$ cat src/pkg/core_control_pkg.sv
// Core control register package: offsets, bit positions, reset values.
// Assumes a classic Wishbone slave with 32-bit data, one register per word.
package core_control_pkg;
	// Register map (byte addresses)
	localparam logic [3:0] core_control_off = 4'h0;
	localparam logic [3:0] priority_in_off = 4'h4;
	localparam logic [3:0] priority_set_off = 4'h8;
	// Field positions in the core control word
	localparam int prog_space_visible_pos = 2;
	localparam int priority_level_bit3_pos = 3;
	// Field positions in the priority input word
	localparam int priority_field_lsb = 5;
	localparam int priority_field_msb = 7;
	// Reset values
	localparam logic [15:0] core_control_rst = 16'h0000;
	localparam logic [2:0] priority_field_rst = 3'h0;
	localparam logic [3:0] level_rst = 4'h0;
	localparam logic [31:0] read_data_rst = 32'h0000_0000;
	// Answer to an unmapped address
	localparam logic [31:0] unmapped_data = 32'h0000_0000;
endpackage

$ cat src/rtl/core_control_register.sv
// Core control register: priority-extension status bit and program space
// visibility enable, reached over a classic Wishbone slave port.
// Assumes the interrupt controller pulses the priority-extension set input.
//
// Contract
// - Bits 15 to 4 and 1 to 0 of the register always read as zero.
// - Bit 3 reads one when the interrupt priority level is above 7, else zero.
// - The full priority level is bit 3 placed above the three-bit status field.
// - Bit 2 is a read/write visibility enable that resets to zero.
// - Program memory is not mapped into data space from one cycle after bit 2 goes to zero.
// - Program and data spaces stay separate; data reads of program memory pass only when enabled.
`timescale 1ns/100ps
module core_control_register (
	// Clock and reset
	input wire logic clk_i,
	input wire logic rst_i,
	// Wishbone slave
	input wire logic cyc_i,
	input wire logic stb_i,
	input wire logic we_i,
	input wire logic [3:0] adr_i,
	input wire logic [3:0] sel_i,
	input wire logic [31:0] dat_i,
	output logic [31:0] dat_o,
	output logic ack_o,
	// Interrupt controller side
	input wire logic priority_raise_i,
	input wire logic [2:0] priority_level_field_i,
	// Program space visibility path
	input wire logic psv_access_i,
	output logic [3:0] cpu_priority_level_o,
	output logic prog_space_visible_o,
	output logic psv_map_en_o
);
	//****************************************************************
	// Register state
	//****************************************************************
	// Bus handshake
	logic ack_reg;
	logic ack_next;
	logic taken;
	logic wr;
	logic rd;
	// Core control bits
	logic priority_level_bit3_reg;
	logic priority_level_bit3_next;
	logic prog_space_visible_reg;
	logic prog_space_visible_next;
	// Priority field scratch word
	logic [2:0] priority_field_reg;
	logic [2:0] priority_field_next;
	// Read data
	logic [31:0] dat_reg;
	logic [31:0] dat_next;
	logic [15:0] core_word;
	// Derived outputs
	logic [3:0] level_reg;
	logic [3:0] level_next;
	logic map_reg;
	logic map_next;

	//****************************************************************
	// Address decode
	//****************************************************************
	// Shared by the write and read paths so both agree on the map
	function automatic logic addr_hit(input logic [3:0] adr, input logic [3:0] off);
		addr_hit = (adr == off);
	endfunction

	//****************************************************************
	// Bus handshake
	//****************************************************************
	// Registered ack: one wait state, never combinational from stb
	assign taken = cyc_i && stb_i && !ack_reg;
	// Writes need the low byte lane; the register lives there
	assign wr = taken && we_i && sel_i[0];
	assign rd = taken && !we_i;

	always_comb begin
		ack_next = taken;
	end

	always_ff @(posedge clk_i) begin
		if (rst_i) begin
			ack_reg <= 1'b0;
		end else begin
			ack_reg <= ack_next;
		end
	end

	//****************************************************************
	// Core control bits
	//****************************************************************
	always_comb begin
		priority_level_bit3_next = priority_level_bit3_reg;
		prog_space_visible_next = prog_space_visible_reg;
		if (wr && addr_hit(adr_i, core_control_pkg::core_control_off)) begin
			prog_space_visible_next = dat_i[core_control_pkg::prog_space_visible_pos];
			// Writing one clears; writing zero leaves the bit alone
			if (dat_i[core_control_pkg::priority_level_bit3_pos]) begin
				priority_level_bit3_next = 1'b0;
			end
		end
		// Set wins over a clear in the same cycle, so no raise is lost
		if (priority_raise_i) begin
			priority_level_bit3_next = 1'b1;
		end
	end

	always_ff @(posedge clk_i) begin
		if (rst_i) begin
			priority_level_bit3_reg <=
				core_control_pkg::core_control_rst[core_control_pkg::priority_level_bit3_pos];
			prog_space_visible_reg <=
				core_control_pkg::core_control_rst[core_control_pkg::prog_space_visible_pos];
		end else begin
			priority_level_bit3_reg <= priority_level_bit3_next;
			prog_space_visible_reg <= prog_space_visible_next;
		end
	end

	//****************************************************************
	// Priority field scratch word
	//****************************************************************
	always_comb begin
		priority_field_next = priority_field_reg;
		if (wr && addr_hit(adr_i, core_control_pkg::priority_in_off)) begin
			priority_field_next = dat_i[core_control_pkg::priority_field_msb:
				core_control_pkg::priority_field_lsb];
		end
	end

	always_ff @(posedge clk_i) begin
		if (rst_i) begin
			priority_field_reg <= core_control_pkg::priority_field_rst;
		end else begin
			priority_field_reg <= priority_field_next;
		end
	end

	//****************************************************************
	// Read data
	//****************************************************************
	// Implemented bits only; the rest are constant zero, so writes
	// to unimplemented positions have nowhere to land
	assign core_word = {12'h000, priority_level_bit3_reg, prog_space_visible_reg, 2'h0};

	always_comb begin
		dat_next = dat_reg;
		if (rd) begin
			if (addr_hit(adr_i, core_control_pkg::core_control_off)) begin
				dat_next = {16'h0000, core_word};
			end else if (addr_hit(adr_i, core_control_pkg::priority_in_off)) begin
				dat_next = {24'h00_0000, priority_field_reg, 5'h00};
			end else if (addr_hit(adr_i, core_control_pkg::priority_set_off)) begin
				// Level as of the previous cycle; a raise in flight shows later
				dat_next = {28'h000_0000, level_reg};
			end else begin
				dat_next = core_control_pkg::unmapped_data;
			end
		end
	end

	always_ff @(posedge clk_i) begin
		if (rst_i) begin
			dat_reg <= core_control_pkg::read_data_rst;
		end else begin
			dat_reg <= dat_next;
		end
	end

	//****************************************************************
	// Derived outputs
	//****************************************************************
	always_comb begin
		// Extension bit sits above the three status field bits
		level_next = {priority_level_bit3_reg, priority_level_field_i};
		// Data-space window opens onto program memory only when enabled
		map_next = psv_access_i && prog_space_visible_reg;
	end

	always_ff @(posedge clk_i) begin
		if (rst_i) begin
			level_reg <= core_control_pkg::level_rst;
			map_reg <= 1'b0;
		end else begin
			level_reg <= level_next;
			map_reg <= map_next;
		end
	end

	//****************************************************************
	// Outputs
	//****************************************************************
	assign dat_o = dat_reg;
	assign ack_o = ack_reg;
	assign cpu_priority_level_o = level_reg;
	assign prog_space_visible_o = prog_space_visible_reg;
	assign psv_map_en_o = map_reg;
endmodule // core_control_register

$ cat config.mk
export PLATFORM = sky130hd
export DESIGN_NAME = core_control_register
export DESIGN_NICKNAME = d
export VERILOG_FILES = /design/src/pkg/core_control_pkg.sv /design/src/rtl/core_control_register.sv
export SDC_FILE = /design/constraint.sdc
export NUM_CORES = 1
export LEC_CHECK = 0
export ABC_CLOCK_PERIOD_IN_PS = 1300
export BUFFER_PORTS_ARGS = -buffer_cell sky130_fd_sc_hd__buf_2
export CAP_MARGIN = 20
export CORE_MARGIN = 3
export CORE_UTILIZATION = 36
export DETAILED_ROUTE_END_ITERATION = 8
export PLACE_DENSITY = 0.8
export SYNTH_ARGS = -nofsm -noshare
export SYNTH_HDL_FRONTEND = slang
export SYNTH_SLANG_ARGS = --single-unit
$ cat constraint.sdc
create_clock -name clk_i -period 1.3 [get_ports clk_i]
set_input_delay 0.065 -clock clk_i [delete_from_list [all_inputs] [get_ports clk_i]]
set_output_delay 0.065 -clock clk_i [all_outputs]
set_load 0.02 [all_outputs]
==> reports/metrics.sh, run 1 <==
GRT_MAX_DEGREE=23
MAX-VDD-IR-DROP_mV=0.5937
PRE_CTS_WS_NS=0.05785
SEQUENTIAL_CELL_AREA_UM2=360.3
SYNTH-WARNING-COUNT=0
MAX_FREQ_GHz=0.8098
WORST-ENDPOINT-ARRIVAL_NS=1.47
SYN-INSTANCE-COUNT=102
INITIAL_CORE_UTIL=0.4016
ALL_LAYER_GR_USAGE=0.1153
TIMING.CLOCK.SKEW_NS=0.003144
STATUS='completed'
WORST-ENDPOINT-REQUIRED_NS=1.53
P_INT_uW=794.7
DR_TOTAL_VIAS=749
CLK_LATENCY_NS=0.29
DETAILED_ROUTE_DRC_ERROR_COUNT=0
INSERTEDDIODECOUNT=0
LAYOUT-DRIVE-GT1-SHARE=0.3169
SHARE_OF_POWER_BURNED_IN_THE_CLOCK_NETWORK=0.310
TIMING_MAX_TRANSITION_VIOLATIONS_FINAL=0
YOSYSSEQAREASHARE=0.3835
SYNTH_FF_TYPE='sky130_fd_sc_hd__dfxtp_1'
MULTI_INPUT_COMB_AREA_UM2=461.7
DRT-TOTAL-WL_UM=1858
CLOCKROOTBUFFER='sky130_fd_sc_hd__clkbuf_4'
CRITICAL-PATH-MAX-STAGE-DELAY_NS=0.35
DIE_HEIGHT_UM=57.09
NNETSFINAL=193
GRT_PASS1_VIAS=662
SYNTHESIS.AREA_PER_INSTANCE_UM2=9.212
MAX_CAP_VIOL_COUNT=0
FINALWORSTSETUPSLACK_NS=0.06519
DRTANTENNAVIOLNETS=0
CRITPATHKIND='reg -> reg'
CRIT_SLOWEST_CELL='sky130_fd_sc_hd__dfxtp_1'
HOLD_VIO_CNT_FINAL=0
LEAK_PWR_uW=0.0005432
MIN-DELAY-PATH-CLASS='in -> reg'
PLACE.GP.CONGESTION=0.7205
POWER.NET_SWITCHING_uW=300.8
UTILIZATION_AFTER_LAYOUT=0.4850
GRT_PASS1_WL_UM=2994
ASYNC_FLOP_SHARE=0
POWER_FRAC_SEQ=0.518
SYNTH_SEQ_CELLS=18
FINAL_MIN_PERIOD_OVER_CLOCK_PERIOD=0.9499
POST_DRT_WL_PER_CELL_UM=10.93
CLKTRANSATPATHREGS_NS=0.10
SYNTH_TOP_AREA_SHARE=0.3835
POST-SYNTH-TOP-AREA-CELL='sky130_fd_sc_hd__dfxtp_1'
FLOORPLAN.ROWS=17
POWER_PER_CELL_AREA_nW_PER_UM2=965.3
COUNT_OF_ENDPOINTS_FAILING_SETUP_IN_THE_FINAL_REPORT=0
CTS.REPAIR.RESIZED=0
CLOCK_TREE_FROM_TRITONCTS='built'
FINAL.FILL_COUNT=214
GRT_ANTENNA_BEFORE_REPAIR=0
CORE_UM2=2340
COUNT_OF_BUFFERS_INSERTED_AT_THE_TOP_LEVEL_PORTS=33
DIEAREA_UM2=3259
ROUTED_VIA_DENSITY=4.406
CTS.SINKS=18
CLOCK_TREE.BUFFER_DEPTH=2
GLOBAL_ROUTE.OVERFLOW_TOTAL=0
DRT-PASS1-ITER-COUNT=4
CTS-BUFFERS-INSERTED=3
SYN-CELL-AREA_UM2=939.7
SYNTH_AREA_LEADERS='sky130_fd_sc_hd__dfxtp_1, sky130_fd_sc_hd__buf_4, sky130_fd_sc_hd__nand2b_1, sky130_fd_sc_hd__mux2i_1, sky130_fd_sc_hd__a21oi_1'
LARGEST_REGISTER_FF_COUNT=7
WORST_SETUP_PATH_START_KIND='register'
SYNTH_COMMON_CELLS='sky130_fd_sc_hd__buf_4, sky130_fd_sc_hd__dfxtp_1, sky130_fd_sc_hd__nand2_1, sky130_fd_sc_hd__nand2b_1, sky130_fd_sc_hd__a21oi_1'
SYNTH-EDFF-COUNT=0
DIE-WIDTH_UM=57.09
PLACE_HPWL_UM=1396
ENDPOINT_KIND='register'
LAYOUT_MIN_CYCLE_TIME_NS=1.235
DRT_ITER0_DRC=6
YOSYS.CELL_COUNT.TOP_TYPE='sky130_fd_sc_hd__buf_4'
HTREE_LEVELS=1
SWITCHING_SHARE=0.2746
SETUP-TNS-FINAL_NS=0
AREA_GROWTH_PCT=20.77
SHARE_COMB_OF_TOTAL_POWER=0.172
CRIT_FANOUT=4
CELLS_TRAVERSED_ALONG_THE_WORST_TIMING_PATH='nand3b_1 > buf_4 > nor3_4 > mux2i_1'
IOPINCOUNT=89
SYNTH_CELL_TYPE_COUNT=25
## cells by family (layout without fill, tap and decap cells)
| logic type | after synthesis | in the layout | share of synthesized area |
|---|---|---|---|
| AOI/OAI and AO/OA | 8 | 8 | 0.04660 |
| buffers and inverters | 30 | 46 | 0.2210 |
| DFF | 18 | 18 | 0.3835 |
| muxes | 6 | 6 | 0.06658 |
| other | 1 | 25 | 0.003991 |
| and+or+nand+nor | 39 | 39 | 0.2783 |
## worst max-delay path: cells and delay by family (launching register included)
family / cells / cell delay [ns]
mux: 1 / 0.19
simple gates: 2 / 0.44
flops: 1 / 0.35
buf+inv: 1 / 0.19
## power groups by stage
stage,clock network (uW),registers [uW],logic [uW]
after detailed placement,0,580,171
final,339,568,188
after global placement,0,580,168
after global routing,374,570,203
after floorplan,0,590,166
after CTS,343,567,183
## cells in the final DEF, fill, tap and decap left out, drive strengths merged
cell and n:
a311oi 1, nand4bb 1, mux2i 4, or4 1, inv 1, nand2b 8, nor4b 1, a21oi 7
nor2 3, nand3b 1, nor3 2, nand4 2, nor4bb 1, nand2 9, nand3 5, conb 25
dlygate4sd3 5, mux2 2, clkbuf 4, dfxtp 18, nor2b 4, buf 36, nor3b 1
## cell type report
cell class,instances,area share
well taps,28,0.03087
clock buffers,4,0.03197
inverters,1,0.003308
repair buffers,41,0.2095
flip-flops and latches,18,0.3175
multi-input cells,78,0.4068
## per-stage QoR
step	instance area [um^2]	hold slack (ns)	total power (uW)	cells
after global placement	1041	0.2650	748.2	160
after detailed placement	1041	0.2708	751.3	160
after global routing	1135	0.01280	1146	170
after floorplan	1030	0.1802	756.3	126
after CTS	1127	0.01592	1094	169
final	1135	0.01786	1095	170
## layer usage
| metal | wire length [um] | global-route usage |
|---|---|---|
| met1 | 768 | 0.1356 |
| met3 | 156 | 0.01584 |
| met4 | 19 | 0.05960 |
| met5 | 0 | 0 |
| met2 | 914 | 0.2023 |
## worst paths after layout
path	from	to	cells after the start	slack [ns]
max	ack_o	prog_space_visible_o	4	0.07
max reg2reg	ack_o	prog_space_visible_o	4	0.07
min	dat_i[2]	prog_space_visible_o	3	0.02
min reg2reg	dat_o[3]	dat_o[3]	2	0.46
## timing repair
item,CTS,global route
buffers inserted,0,1
hold endpoints to repair,5,0
hold buffers,5,0
endpoints found under the setup margin,0,3
Power figures use the tool's default switching activity.
==> run 2: changes to the inputs <==
--- a/config.mk
+++ b/config.mk
@@ -5,13 +5,14 @@
 export SDC_FILE = /design/constraint.sdc
 export NUM_CORES = 1
 export LEC_CHECK = 0
-export ABC_CLOCK_PERIOD_IN_PS = 1300
+export ABC_CLOCK_PERIOD_IN_PS = 1600
 export BUFFER_PORTS_ARGS = -buffer_cell sky130_fd_sc_hd__buf_2
 export CAP_MARGIN = 20
 export CORE_MARGIN = 3
-export CORE_UTILIZATION = 36
+export CORE_UTILIZATION = 38
 export DETAILED_ROUTE_END_ITERATION = 8
-export PLACE_DENSITY = 0.8
+export PLACE_DENSITY = 0.84
+export REMOVE_ABC_BUFFERS = 1
 export SYNTH_ARGS = -nofsm -noshare
 export SYNTH_HDL_FRONTEND = slang
 export SYNTH_SLANG_ARGS = --single-unit
==> constraint.sdc (replaced) <==
create_clock -name clk_i -period 1.6 [get_ports clk_i]
set_input_delay 0.08 -clock clk_i [delete_from_list [all_inputs] [get_ports clk_i]]
set_output_delay 0.08 -clock clk_i [all_outputs]
set_load 0.02 [all_outputs]
==> reports/metrics.sh, run 2 (same netlist as run 1, synthesis figures left out) <==
MAX_CAP_VIOL_COUNT=0
POST_DRT_WL_PER_CELL_UM=11.05
LARGEST_REGISTER_FF_COUNT=7
FINAL.FILL_COUNT=229
MAX-VDD-IR-DROP_mV=0.6199
CRITICAL-PATH-MAX-STAGE-DELAY_NS=0.34
DRT_ITER0_DRC=10
P_INT_uW=640.0
FLOORPLAN.ROWS=17
GRT_PASS1_WL_UM=2808
FINAL_MIN_PERIOD_OVER_CLOCK_PERIOD=0.7789
ALL_LAYER_GR_USAGE=0.1142
DIE_HEIGHT_UM=55.73
MIN-DELAY-PATH-CLASS='in -> reg'
CRIT_FANOUT=4
SHARE_OF_POWER_BURNED_IN_THE_CLOCK_NETWORK=0.308
MULTI_INPUT_COMB_AREA_UM2=461.7
CRIT_SLOWEST_CELL='sky130_fd_sc_hd__dfxtp_1'
DR_TOTAL_VIAS=730
CELLS_TRAVERSED_ALONG_THE_WORST_TIMING_PATH='nand3b_1 > nor3b_4 > mux2i_1'
CLOCK_TREE_FROM_TRITONCTS='built'
CTS.REPAIR.RESIZED=0
IOPINCOUNT=89
TIMING.CLOCK.SKEW_NS=0.005119
SHARE_COMB_OF_TOTAL_POWER=0.167
NNETSFINAL=189
ROUTED_VIA_DENSITY=4.398
PLACE_HPWL_UM=1520
LAYOUT-DRIVE-GT1-SHARE=0.3116
WORST-ENDPOINT-REQUIRED_NS=1.82
HOLD_VIO_CNT_FINAL=0
LEAK_PWR_uW=0.0005250
SWITCHING_SHARE=0.2721
CELL_AREA_AFTER_PLACEMENT_UM2=1033
POWER_FRAC_SEQ=0.525
WORST-ENDPOINT-ARRIVAL_NS=1.47
COUNT_OF_ENDPOINTS_FAILING_SETUP_IN_THE_FINAL_REPORT=0
HEADROOM_TO_THE_MAX_SLEW_LIMIT=0.6596
SEQUENTIAL_CELL_AREA_UM2=360.3
TIMING_MAX_TRANSITION_VIOLATIONS_FINAL=0
DRTANTENNAVIOLNETS=0
DRT-TOTAL-WL_UM=1834
GRT_ANTENNA_BEFORE_REPAIR=0
INSERTEDDIODECOUNT=0
CLK_LATENCY_NS=0.29
MAX_FREQ_GHz=0.8024
COUNT_OF_BUFFERS_INSERTED_AT_THE_TOP_LEVEL_PORTS=33
GLOBAL_ROUTE.OVERFLOW_TOTAL=0
UTILIZATION_AFTER_LAYOUT=0.4832
DIE-WIDTH_UM=55.73
ENDPOINT_KIND='register'
LAYOUT_MIN_CYCLE_TIME_NS=1.246
DIEAREA_UM2=3105
POWER_PER_CELL_AREA_nW_PER_UM2=799.5
GRT_PASS1_VIAS=660
SETUP-TNS-FINAL_NS=0
STATUS='completed'
PLACE.GP.CONGESTION=0.7237
CTS.SINKS=18
FINAL_COMMON_CELL='sky130_fd_sc_hd__buf_2'
CLKTRANSATPATHREGS_NS=0.10
DETAILED_ROUTE_DRC_ERROR_COUNT=0
AREA_GROWTH_PCT=17.04
CTS-BUFFERS-INSERTED=3
DRT-PASS1-ITER-COUNT=4
POSTCTSHOLDBUFS=3
LEAST_MARGIN_PIN_SLEW_NS=0.5068
INITIAL_CORE_UTIL=0.4129
CLOCKROOTBUFFER='sky130_fd_sc_hd__clkbuf_4'
CRITPATHKIND='reg -> reg'
HTREE_LEVELS=1
CORE_UM2=2276
WORST_SETUP_PATH_START_KIND='register'
GRT_MAX_DEGREE=23
RSZ0062_AT_GRT='no'
CTS_POST_SETUP_BUFFERS_INSERTED=0
POST_LAYOUT_INST_AREA_UM2=1100
CLOCK_TREE.BUFFER_DEPTH=2
FINAL_CELL_MIX='sky130_fd_sc_hd__buf_2, sky130_fd_sc_hd__conb_1, sky130_fd_sc_hd__dfxtp_1'
POWER.NET_SWITCHING_uW=239.3
## run 2: changes by cell type in the layout (fill, tap and decap cells not counted)
cell	change
sky130_fd_sc_hd__buf_4	-2
sky130_fd_sc_hd__dlygate4sd3_1	-2
## run 2: stage by stage
| stage | setup WS, ns | cells | power [uW] | hold slack, ns |
|---|---|---|---|---|
| finish | 0.3537 | 166 | 879.3 | 0.003779 |
| global route | 0.2602 | 166 | 917.9 | 0.001461 |
| CTS | 0.3323 | 166 | 884.4 | 0.003225 |
| detailed placement | 0.3689 | 159 | 611.7 | 0.2935 |
| global placement | 0.4246 | 159 | 607.6 | 0.2789 |
| floorplan | 0.1927 | 97 | 560.8 | 0.1491 |
## run 2: worst max-delay path, delay by kind of cell (launching register included)
kind / cells / cell delay [ns]
flops: 1 / 0.34
simple gates: 2 / 0.62
mux: 1 / 0.22
## run 2: power by group through the flow
stage / combinational [uW] / sequential (uW) / clock, uW
6_report: 147 / 461 / 271
2_1_floorplan: 81.6 / 479 / 0
3_3_place_gp: 137 / 471 / 0
4_1_cts: 146 / 461 / 278
5_1_grt: 158 / 463 / 297
3_5_place_dp: 140 / 472 / 0
## run 2: routing by layer
metal,wire (um),global-route usage,part of all wire
met1,714,0.1241,0.39
met2,954,0.2044,0.52
met3,136,0.03712,0.074
met4,28,0.04167,0.015
met5,0,0,0
## run 2: cell type report
cell class	count	area share
inverters	1	0.003413
clock buffers	4	0.03299
flip-flops and latches	18	0.3276
well taps	28	0.03185
repair buffers	37	0.1843
multi-input cells	78	0.4198
## run 2: final timing paths
kind                                  end                       from  slack, ns  depth (start not counted)
setup / recovery    priority_field_reg[2]                      ack_o       0.35                          3
hold / removal    cpu_priority_level_o[1]  priority_level_field_i[1]      0.004                          2
setup reg to reg    priority_field_reg[2]                      ack_o       0.35                          3
hold reg to reg                  dat_o[5]                   dat_o[5]       0.46                          2
